[src/isc_pkg.sv]
// Shared constants, register map and state encoding of the serial bus slave
package isc_pkg;

  localparam int unsigned ADDR_W = 4;

  // Register offsets
  localparam logic [ADDR_W-1:0] OFF_SLV_CTRL   = 4'h9;
  localparam logic [ADDR_W-1:0] OFF_CMD_CTRL   = 4'ha;
  localparam logic [ADDR_W-1:0] OFF_FLAGS      = 4'hb;
  localparam logic [ADDR_W-1:0] OFF_OWN_ADDR   = 4'hc;
  localparam logic [ADDR_W-1:0] OFF_SHIFT_DATA = 4'hd;

  // Slave control fields
  localparam int unsigned CTL_ENABLE = 0;
  localparam int unsigned CTL_SMART  = 1;
  localparam int unsigned CTL_BERR   = 3;
  localparam int unsigned CTL_STOP   = 5;

  // Command control fields
  localparam int unsigned CMD_ACK_BIT = 2;
  localparam logic [1:0]  NO_ACTION_CODE            = 2'h0;
  localparam logic [1:0]  RESERVED_CODE             = 2'h1;
  localparam logic [1:0]  COMPLETE_TRANSACTION_CODE = 2'h2;
  localparam logic [1:0]  RESPONSE_CODE             = 2'h3;

  // Flag register fields
  localparam int unsigned FLG_DATA_DONE  = 7;
  localparam int unsigned FLG_ADDR_STOP  = 6;
  localparam int unsigned FLG_STRETCH    = 5;
  localparam int unsigned FLG_RX_ACK     = 4;
  localparam int unsigned FLG_COLLISION  = 3;
  localparam int unsigned FLG_BUS_ERROR  = 2;
  localparam int unsigned FLG_DIR        = 1;
  localparam int unsigned FLG_CAUSE      = 0;

  // Index of each sticky flag in the flag bank
  localparam int unsigned NUM_FLAGS = 4;
  localparam int unsigned FI_DONE   = 0;
  localparam int unsigned FI_ADST   = 1;
  localparam int unsigned FI_CLASH  = 2;
  localparam int unsigned FI_BERR   = 3;

  // Values after reset
  localparam logic [7:0] RST_OWN_ADDR   = 8'h00;
  localparam logic [7:0] RST_SLV_CTRL   = 8'h00;
  localparam logic [7:0] RST_SHIFT_DATA = 8'h00;
  localparam logic       RST_ACK_SEL    = 1'h0;

  localparam logic [3:0] BITS_PER_BYTE = 4'h8;

  // Gray coded along idle, address, hold, ack, receive, hold, transmit, ack-in
  typedef enum logic [3:0] {
    ST_IDLE       = 4'h0,
    ST_RX_ADDR    = 4'h1,
    ST_HOLD_ADDR  = 4'h3,
    ST_ACK_OUT    = 4'h2,
    ST_RX_BYTE    = 4'h6,
    ST_HOLD_DATA  = 4'h7,
    ST_TX_BYTE    = 4'h5,
    ST_ACK_IN     = 4'h4,
    ST_WAIT_START = 4'hc
  } isc_state_t;

endpackage

[src/isc_line_if.sv]
// Bus line events passed from the line detector to the slave core
`timescale 1ns/1ns
interface isc_line_if;
  logic scl_rise;
  logic scl_fall;
  logic start;
  logic stop;
  logic sda;

  modport det  (output scl_rise, output scl_fall, output start, output stop, output sda);
  modport core (input scl_rise, input scl_fall, input start, input stop, input sda);
endinterface

[src/isc_slave.sv]
// Command, acknowledge and status logic of the two-wire bus slave
`timescale 1ns/1ns

// Summary of operation
// - Ack action runs on shift data access or an executing command write
// - Ack select is a plain stored bit; 0 sends ACK, 1 sends NACK
// - Command field bits 1:0 are write strobes and read as zero
// - Code 0 does nothing; code 1 is reserved and must not be written
// - Complete code: direction 0 acks then waits for start; direction 1 only waits
// - Response after address: ack, then receive (dir 0) or data flag (dir 1)
// - Response after data: dir 0 ack then receive; dir 1 send byte, take ack
// - Ack select and command written together use the new ack value
// - Smart-mode shift data access or a valid command write clears data-done and address-or-stop flags
// - Data-done bit 7 sets on finished byte, also after a collision
// - Data-done clears by writing 1, data access or valid command
// - Address-or-stop bit 6 sets on address match or stop; clears like data-done
// - Pending address or data flag holds SCL low, shown in bit 5
// - Bit 4 keeps the last acknowledge received from the master
// - Collision bit 3 on failed high bit; then never drive SDA low
// - Collision clears by writing 1 or on any start condition
// - NACK collision after address leaves address-or-stop flag set
// - Bus error bit 2 on misplaced start or stop; write 1 clears
// - Bus errors detected only with detector enabled and clock at least 4x SCL
// - Bit 1 shows direction bit of the last received address
// - Bit 0 tells stop (0) or address (1) as address-or-stop cause
// - Own address bits 7:1 hold address; bit 0 enables general call
// - Stop sets address-or-stop flag only with stop flag enable
// - Smart mode lets data access continue; otherwise a command is needed
module isc_slave
  import isc_pkg::*;
(
  input  wire logic                      clk,
  input  wire logic                      sys_rst,
  input  wire logic [isc_pkg::ADDR_W-1:0] reg_addr,
  input  wire logic [7:0]                reg_wdata,
  input  wire logic                      reg_wr,
  input  wire logic                      reg_rd,
  output logic      [7:0]                reg_rdata,
  input  wire logic                      scl_in,
  output logic                           scl_out,
  output logic                           scl_oe,
  input  wire logic                      sda_in,
  output logic                           sda_out,
  output logic                           sda_oe
);

  typedef struct packed {
    isc_state_t st;
    isc_state_t after_ack;
    logic [3:0] bit_cnt;
    logic [7:0] shreg;
    logic [7:0] own_address;
    logic [7:0] slv_ctrl;
    logic       ack_action_select;
    logic       received_ack_bit;
    logic       dir;
    logic       addr_or_stop_cause;
    logic       from_addr;
    logic       scl_oe;
    logic       sda_oe;
    logic [7:0] rdata;
  } isc_core_state_t;

  isc_core_state_t r;
  isc_core_state_t next_r;

  logic [NUM_FLAGS-1:0] flag_q;
  logic [NUM_FLAGS-1:0] flag_set;
  logic [NUM_FLAGS-1:0] flag_clr;
  logic [NUM_FLAGS-1:0] flag_nx;
  logic                 addr_hit;
  logic                 go;

  isc_line_if line ();

  isc_line_det u_det (
    .clk     (clk),
    .sys_rst (sys_rst),
    .scl_in  (scl_in),
    .sda_in  (sda_in),
    .line    (line)
  );

  genvar gi;
  generate
    for (gi = 0; gi < NUM_FLAGS; gi++)
    begin : g_flag
      isc_flag u_flag (
        .clk     (clk),
        .sys_rst (sys_rst),
        .set     (flag_set[gi]),
        .clr     (flag_clr[gi]),
        .q       (flag_q[gi])
      );
    end
  endgenerate

  function automatic logic hit(input logic [ADDR_W-1:0] a, input logic [ADDR_W-1:0] off);
    hit = (a == off);
  endfunction

  function automatic logic is_hold(input isc_state_t s);
    is_hold = (s == ST_HOLD_ADDR) || (s == ST_HOLD_DATA);
  endfunction

  function automatic logic is_shift(input isc_state_t s);
    is_shift = (s == ST_RX_ADDR) || (s == ST_RX_BYTE) || (s == ST_TX_BYTE);
  endfunction

  always_comb
  begin
    logic       wr_cmd;
    logic       data_acc;
    logic       valid_cmd;
    logic       ack_val;
    logic       berr_ok;
    logic [1:0] cmd;
    next_r    = r;
    flag_set  = '0;
    flag_clr  = '0;
    addr_hit  = 1'b0;
    cmd       = reg_wdata[1:0];
    wr_cmd    = reg_wr && hit(reg_addr, OFF_CMD_CTRL);
    berr_ok   = r.slv_ctrl[CTL_BERR];
    // Data access only drives the protocol in smart mode
    data_acc  = (reg_wr || reg_rd) && hit(reg_addr, OFF_SHIFT_DATA)
                && r.slv_ctrl[CTL_SMART];
    // Codes 0 and 1 are ignored
    valid_cmd = wr_cmd && (cmd == COMPLETE_TRANSACTION_CODE
                           || cmd == RESPONSE_CODE);
    go        = valid_cmd || data_acc;
    ack_val   = wr_cmd ? reg_wdata[CMD_ACK_BIT] : r.ack_action_select;

    if (go)
    begin
      flag_clr[FI_DONE] = 1'b1;
      flag_clr[FI_ADST] = 1'b1;
    end

    if (reg_wr)
    begin
      if (hit(reg_addr, OFF_SLV_CTRL))
        next_r.slv_ctrl = reg_wdata;
      if (wr_cmd)
        next_r.ack_action_select = reg_wdata[CMD_ACK_BIT];
      if (hit(reg_addr, OFF_OWN_ADDR))
        next_r.own_address = reg_wdata;
      if (hit(reg_addr, OFF_FLAGS))
      begin
        flag_clr[FI_DONE]  = flag_clr[FI_DONE] | reg_wdata[FLG_DATA_DONE];
        flag_clr[FI_ADST]  = flag_clr[FI_ADST] | reg_wdata[FLG_ADDR_STOP];
        flag_clr[FI_CLASH] = reg_wdata[FLG_COLLISION];
        flag_clr[FI_BERR] = reg_wdata[FLG_BUS_ERROR];
      end
      // Shifting owns the register; writes land only outside the address, receive and transmit states
      if (hit(reg_addr, OFF_SHIFT_DATA) && !is_shift(r.st))
        next_r.shreg = reg_wdata;
    end

    if (reg_rd)
    begin
      case (reg_addr)
        OFF_SLV_CTRL:   next_r.rdata = r.slv_ctrl;
        OFF_CMD_CTRL:   next_r.rdata = {5'h00, r.ack_action_select, 2'h0};
        OFF_FLAGS:      next_r.rdata = {flag_q[FI_DONE], flag_q[FI_ADST], r.scl_oe,
                                        r.received_ack_bit, flag_q[FI_CLASH],
                                        flag_q[FI_BERR], r.dir, r.addr_or_stop_cause};
        OFF_OWN_ADDR:   next_r.rdata = r.own_address;
        OFF_SHIFT_DATA: next_r.rdata = r.shreg;
        default:        next_r.rdata = 8'h00;
      endcase
    end

    case (r.st)
      ST_RX_ADDR:
      begin
        if (line.scl_rise)
        begin
          next_r.shreg   = {r.shreg[6:0], line.sda};
          next_r.bit_cnt = r.bit_cnt + 4'h1;
        end
        else if (line.scl_fall && r.bit_cnt == BITS_PER_BYTE)
        begin
          next_r.bit_cnt = 4'h0;
          if (r.shreg[7:1] == r.own_address[7:1]
              || (r.shreg[7:1] == 7'h00 && r.own_address[0]))
          begin
            addr_hit                  = 1'b1;
            flag_set[FI_ADST]         = 1'b1;
            next_r.addr_or_stop_cause = 1'b1;
            next_r.dir                = r.shreg[0];
            next_r.from_addr          = 1'b1;
            next_r.st                 = ST_HOLD_ADDR;
          end
          else
            next_r.st = ST_WAIT_START;
        end
      end
      ST_HOLD_ADDR, ST_HOLD_DATA:
      begin
        if (go)
        begin
          next_r.bit_cnt = 4'h0;
          if (valid_cmd && cmd == COMPLETE_TRANSACTION_CODE)
          begin
            next_r.after_ack = ST_WAIT_START;
            next_r.st        = r.dir ? ST_WAIT_START : ST_ACK_OUT;
          end
          else if (r.st == ST_HOLD_ADDR)
          begin
            next_r.after_ack = r.dir ? ST_HOLD_DATA : ST_RX_BYTE;
            next_r.st        = ST_ACK_OUT;
          end
          else
          begin
            next_r.after_ack = ST_RX_BYTE;
            next_r.st        = r.dir ? ST_TX_BYTE : ST_ACK_OUT;
          end
        end
      end
      ST_ACK_OUT:
      begin
        if (line.scl_rise && r.ack_action_select && !line.sda)
        begin
          flag_set[FI_CLASH] = 1'b1;
          if (r.from_addr)
          begin
            flag_set[FI_ADST]         = 1'b1;
            next_r.addr_or_stop_cause = 1'b1;
          end
        end
        else if (line.scl_fall)
        begin
          next_r.st        = r.after_ack;
          next_r.from_addr = 1'b0;
          if (r.after_ack == ST_HOLD_DATA)
            flag_set[FI_DONE] = 1'b1;
        end
      end
      ST_RX_BYTE:
      begin
        if (line.scl_rise)
        begin
          next_r.shreg   = {r.shreg[6:0], line.sda};
          next_r.bit_cnt = r.bit_cnt + 4'h1;
        end
        else if (line.scl_fall && r.bit_cnt == BITS_PER_BYTE)
        begin
          flag_set[FI_DONE] = 1'b1;
          next_r.bit_cnt   = 4'h0;
          next_r.st        = ST_HOLD_DATA;
        end
      end
      ST_TX_BYTE:
      begin
        if (line.scl_rise)
        begin
          if (r.shreg[7] && !line.sda)
            flag_set[FI_CLASH] = 1'b1;
          next_r.bit_cnt = r.bit_cnt + 4'h1;
        end
        else if (line.scl_fall)
        begin
          next_r.shreg = {r.shreg[6:0], 1'b1};
          if (r.bit_cnt == BITS_PER_BYTE)
          begin
            next_r.bit_cnt = 4'h0;
            next_r.st      = ST_ACK_IN;
          end
        end
      end
      ST_ACK_IN:
      begin
        if (line.scl_rise)
          next_r.received_ack_bit = line.sda;
        else if (line.scl_fall)
        begin
          // Ends a collided byte as well as a clean one
          flag_set[FI_DONE] = 1'b1;
          next_r.st        = ST_HOLD_DATA;
        end
      end
      ST_IDLE, ST_WAIT_START:
      begin
        next_r.st = r.st;
      end
      default:
      begin
        next_r.st = ST_IDLE;
      end
    endcase

    if (line.start)
    begin
      flag_clr[FI_CLASH] = 1'b1;
      if (berr_ok && is_shift(r.st) && r.bit_cnt != 4'h0)
        flag_set[FI_BERR] = 1'b1;
      next_r.bit_cnt   = 4'h0;
      next_r.from_addr = 1'b0;
      next_r.st        = r.slv_ctrl[CTL_ENABLE] ? ST_RX_ADDR : ST_IDLE;
    end
    else if (line.stop)
    begin
      if (berr_ok && is_shift(r.st) && (r.bit_cnt != 4'h0 || r.st == ST_RX_ADDR))
        flag_set[FI_BERR] = 1'b1;
      if (r.slv_ctrl[CTL_STOP] && r.st != ST_IDLE)
      begin
        flag_set[FI_ADST]         = 1'b1;
        next_r.addr_or_stop_cause = 1'b0;
      end
      next_r.bit_cnt = 4'h0;
      next_r.st      = ST_IDLE;
    end

    flag_nx = flag_set | (flag_q & ~flag_clr);
    // Hold SCL while a pending interrupt waits in a hold state
    next_r.scl_oe = is_hold(next_r.st)
                    && (flag_nx[FI_DONE] || flag_nx[FI_ADST]);
    // A collision mutes every low level for the rest of the transfer
    next_r.sda_oe = !flag_nx[FI_CLASH]
                    && ((next_r.st == ST_ACK_OUT && !ack_val)
                        || (next_r.st == ST_TX_BYTE && !next_r.shreg[7]));
  end

  always_ff @(posedge clk or posedge sys_rst)
  begin
    if (sys_rst)
    begin
      r                   <= '0;
      r.st                <= ST_IDLE;
      r.after_ack         <= ST_IDLE;
      r.own_address       <= RST_OWN_ADDR;
      r.slv_ctrl          <= RST_SLV_CTRL;
      r.shreg             <= RST_SHIFT_DATA;
      r.ack_action_select <= RST_ACK_SEL;
    end
    else
      r <= next_r;
  end

  assign reg_rdata = r.rdata;
  assign scl_oe    = r.scl_oe;
  assign sda_oe    = r.sda_oe;
  assign scl_out   = 1'b0;
  assign sda_out   = 1'b0;

  function automatic logic valid_cmd_wr();
    valid_cmd_wr = reg_wr && hit(reg_addr, OFF_CMD_CTRL)
                   && reg_wdata[1:0] inside {COMPLETE_TRANSACTION_CODE, RESPONSE_CODE};
  endfunction
endmodule // isc_slave

[src/isc_line_det.sv]
// Pin synchroniser and start, stop and clock edge detector
`timescale 1ns/1ns
module isc_line_det
  import isc_pkg::*;
(
  input  wire logic clk,
  input  wire logic sys_rst,
  input  wire logic scl_in,
  input  wire logic sda_in,
  isc_line_if.det   line
);

  typedef struct packed {
    logic [1:0] scl_s;
    logic [1:0] sda_s;
    logic       scl_d;
    logic       sda_d;
    logic       rise;
    logic       fall;
    logic       start;
    logic       stop;
  } isc_det_state_t;

  isc_det_state_t r;
  isc_det_state_t next_r;

  always_comb
  begin
    next_r       = r;
    next_r.scl_s = {r.scl_s[0], scl_in};
    next_r.sda_s = {r.sda_s[0], sda_in};
    // Only the second stage feeds the detectors
    next_r.scl_d = r.scl_s[1];
    next_r.sda_d = r.sda_s[1];
    next_r.rise  = r.scl_s[1] & ~r.scl_d;
    next_r.fall  = ~r.scl_s[1] & r.scl_d;
    next_r.start = r.scl_s[1] & r.scl_d & r.sda_d & ~r.sda_s[1];
    next_r.stop  = r.scl_s[1] & r.scl_d & ~r.sda_d & r.sda_s[1];
  end

  always_ff @(posedge clk or posedge sys_rst)
  begin
    if (sys_rst)
      r <= '{scl_s: 2'h3, sda_s: 2'h3, scl_d: 1'h1, sda_d: 1'h1, default: 1'h0};
    else
      r <= next_r;
  end

  assign line.scl_rise = r.rise;
  assign line.scl_fall = r.fall;
  assign line.start    = r.start;
  assign line.stop     = r.stop;
  assign line.sda      = r.sda_d;

endmodule // isc_line_det

[src/isc_flag.sv]
// Sticky status flag where a set beats a simultaneous clear
`timescale 1ns/1ns
module isc_flag
(
  input  wire logic clk,
  input  wire logic sys_rst,
  input  wire logic set,
  input  wire logic clr,
  output logic      q
);

  typedef struct packed {
    logic q;
  } isc_flag_state_t;

  isc_flag_state_t r;
  isc_flag_state_t next_r;

  always_comb
  begin
    next_r   = r;
    next_r.q = set | (r.q & ~clr);
  end

  always_ff @(posedge clk or posedge sys_rst)
  begin
    if (sys_rst)
      r <= '0;
    else
      r <= next_r;
  end

  assign q = r.q;

endmodule // isc_flag

[config.mk]
export PLATFORM = sky130hd
export DESIGN_NAME = isc_slave
export DESIGN_NICKNAME = d
export VERILOG_FILES = /design/src/isc_pkg.sv /design/src/isc_line_if.sv /design/src/isc_slave.sv /design/src/isc_line_det.sv /design/src/isc_flag.sv
export SDC_FILE = /design/constraint.sdc
export NUM_CORES = 1
export LEC_CHECK = 0
export BUFFER_PORTS_ARGS = -buffer_cell sky130_fd_sc_hd__buf_2
export CORE_UTILIZATION = 64
export CTS_CLUSTER_SIZE = 24
export DETAILED_ROUTE_END_ITERATION = 16
export GPL_TIMING_DRIVEN = 0
export MAX_ROUTING_LAYER = met4
export PLACE_DENSITY = 0.88
export SKIP_CTS_REPAIR_TIMING = 1
export SLEW_MARGIN = 30
export SYNTH_ARGS = -nofsm -noshare
export SYNTH_HDL_FRONTEND = slang
export SYNTH_SLANG_ARGS = --single-unit
[constraint.sdc]
create_clock -name clk -period 4.3 [get_ports clk]
set_clock_uncertainty 0.05 [all_clocks]
set_input_delay 1.29 -clock clk [delete_from_list [all_inputs] [get_ports clk]]
set_output_delay 1.29 -clock clk [all_outputs]
set_load 0.01 [all_outputs]
==> metrics.md <==
| Metric | Value |
|---|---|
| Outcome | finished clean |
| TritonCTS clock tree | built |
| Final hold vios | 0 |
| Tot GR Track Use | between 30% and 40% |
| Ant diodes | 0 |
| Syn_area_per_cell | 10.4 sq um |
| Drt first pass iters | 5 |
| Fmax | 347 MHz |
| Most used DFF post-synth | dfrtp_1 |
| WL final | around 8600 microns |
| Via density | 6.36 |
| Slew @ Worst Pin | 0.761 ns |
| Top cell type's share of synthesized area | between 40% and 50% |
| HP Class | register to register |
| Global route overflow | 0 |
| Synth area leaders | dfrtp_1, mux2_2, dfstp_2 |
| Nets | around 400 |
| Leakage | 0.00182 uW |
| Final instance area | 3980 sq um |
| Post-route clock period utilization | 67.0% |
| Clock sink count | 65 |
| Clock Path Buffers | 2 |
| Critical Path Sink Type | register |
| FFs w/ async S/R, synth | 100% |
| Power per cell area | ~440 nW/um^2 |
| Setup TNS | 0 ns |
| Die Y | 76.2 microns |
| Placed cells | ~440 |
| Layout cells sized above 1 | 27.0% |
| Post-route ant nets | 0 |
| First-pass GRT wire length | approximately 14000 microns |
| Gpl congestion | 0.902 |
| Total DRC errors in the routed layout | 0 |
| CTS Buf Count | 9 |
| Die ar. | 5800 sq um |
| Mapped Cells | 340 |
| Antenna violations before repair | 0 |
| Hpwl dp | 5980 microns |
| Worst-path clk slew | 0.07 ns |
| Critical Path RT | between 4 and 5 ns |
| RSZ-0062 raised after global routing | no |
| Largest net degree at the start of global routing | 47 |
| Initial DRC count | about 330 |
| Root buffer cell | clkbuf_8 |
| Area Overhead vs Synth | 13.0% |
| Die Width | 76.2 microns |
| Fillcell total | 338 |
| Critical path class | primary input to register |
| Sequential area share after synthesis | between 40% and 50% |
| CP Data Arrival Time | 3.11 ns |
| Yosys cell types | 61 |
| Max Cap Violations | 0 |
| Core Footprint | 5200 sq um |
| Synth Warn # | 0 |
| Leading area contributor after synthesis | dfrtp_1 |
| Final min period | 2.88 ns |
| Site Rows | 26 |
| Number of global-route vias before repair | ~2.8k |
| Worst skew pair latency | 0.35 ns |
| Crit path max fanout | 7 |
| IO Pins | 30 |
| Seq cells post-synth | 65 |
| PortBufs | 24 |
| WL/cell | 18.9 microns |
| R2r setup slk | between 1.5 and 2 ns |
| Startpoint Class | primary input |
| Post-Syn Area | 3520 sq um |
| Initial Util | 67.6% |
| WHS | 0.309 ns |
| Rel. slew slack | 49.1% |
| Htree depth | 3 |
| Maximum VDD drop | around 0.36 mV |
| Post-DP Area | 3750 sq um |
| Final std cells w/o fill | 452 |
| Slew Limit Fails | 0 |
| Via count | 2875 |
| Final setup viols | 0 |
| Number of synthesized flops with an enable pin | 0 |
==> layout by cell type, fill, tap and decap left out, types with 4 or more instances in the layout <==
master	synthesis	layout
a31oi_1	4	4
xor2_1	4	4
a21oi_1	7	7
a22oi_1	7	7
nand2b_1	4	4
o22ai_1	7	7
dfrtp_1	59	59
buf_2	2	26
nor2b_1	8	8
a22o_1	8	8
nand2_1	31	31
nand3_1	11	11
inv_1	17	16
nand3b_1	4	4
o21ai_0	15	15
dfstp_2	6	6
nor2_1	15	15
and3_1	5	5
buf_4	12	12
clkbuf_1	8	8
clkbuf_8	0	12
mux2_2	26	26
buf_6	4	4
nor3_1	9	9
mux2i_1	9	9
==> layer usage <==
metal	up-vias	part of all wire, %	GRT usage (%)
met4	0	2.6	15.4
met5	-	0	-
met1	1405	43	44.5
li1	1292	-	-
met3	24	7.4	6.59
met2	154	47	47.5
==> state kept, by name, indices dropped and copies added, names as in the netlist <==
signal,cells
u_det.line.stop,1
u_det.line.scl_rise,1
u_det.line.start,1
scl_oe,1
u_det.next_r,4
u_det.line.sda,1
r,41
reg_rdata,8
sda_oe,1
u_det.line.scl_fall,1
g_flag.u_flag.q,4
u_det.r,1
==> logic make-up (layout without fill, tap and decap cells) <==
family | after synthesis | after routing | synth area share [%]
AOI/OAI and AO/OA | 76 | 76 | 15.7
xor gates and xnor gates | 7 | 7 | 1.74
adders and majority gates | 2 | 2 | 0.711
buffers and inverters | 43 | 84 | 6.79
DFF | 65 | 65 | 46.4
muxes | 35 | 35 | 10.9
other | 1 | 2 | 0.107
and+or+nand+nor | 111 | 111 | 17.6
==> path summary, 6_finish.rpt <==
check / from / endpoint / cells past startpoint
worst max-delay path: reg_addr[2] / sda_oe / 8
worst min-delay path: u_det.next_r[7] / u_det.next_r[4] / 0
worst max register to register: r[47] / sda_oe / 9
worst min register to register: u_det.next_r[7] / u_det.next_r[4] / 0
max in group asynchronous: sys_rst / r[48] / 3
min in group asynchronous: sys_rst / r[31] / 2
==> power breakdown <==
group,internal [uW],switching (uW),total (uW)
clock,314,240,555
combinational,191,194,384
sequential,708,116,824
==> layout make-up <==
class | count | area, sq um | area share, %
multi-input combinational | 233 | 1660 | 41.7
clock buffer | 12 | 165 | 4.15
inverter | 17 | 66.3 | 1.67
buffer | 26 | 175 | 4.40
clock inverter | 4 | 50.0 | 1.26
timing repair buffer | 25 | 140 | 3.52
tap | 70 | 87.6 | 2.20
sequential | 65 | 1630 | 41.1
==> synth_stat cells, types with 3 or more instances <==
library cell   n
a31oi_1        4
clkbuf_1       8
buf_4         12
and3b_1        3
a21oi_1        7
nand2b_1       4
xor2_1         4
o22ai_1        7
o211ai_1       3
nor2_1        15
nand3b_1       4
o2111ai_1      3
a22o_1         8
o21ai_0       15
mux2i_1        9
xnor2_1        3
nor3_1         9
a22oi_1        7
nor2b_1        8
inv_1         17
a311o_1        3
and3_1         5
nand2_1       31
buf_6          4
dfrtp_1       59
and2_1         3
dfstp_2        6
nand3_1       11
mux2_2        26
==> through the flow <==
stage | utilization, % | power, uW | setup slack, ns
after global routing | 76.4 | 1830 | 1.29
after CTS | 76.3 | 1750 | 1.43
after floorplan | - | 1080 | 1.34
final | 76.4 | 1760 | 1.42
after global placement | 71.7 | 1170 | 0.664
after detailed placement | 72.1 | 1200 | 1.07
==> critical path, stage by stage <==
cell	delay, ns
buf_4	0.14
and3b_1	0.28
nand4b_1	0.17
or2_2	0.33
o221ai_1	0.24
a31oi_1	0.19
nor4b_2	0.26
o2111a_1	0.21
Note: power is estimated with default switching activity, not from simulation.
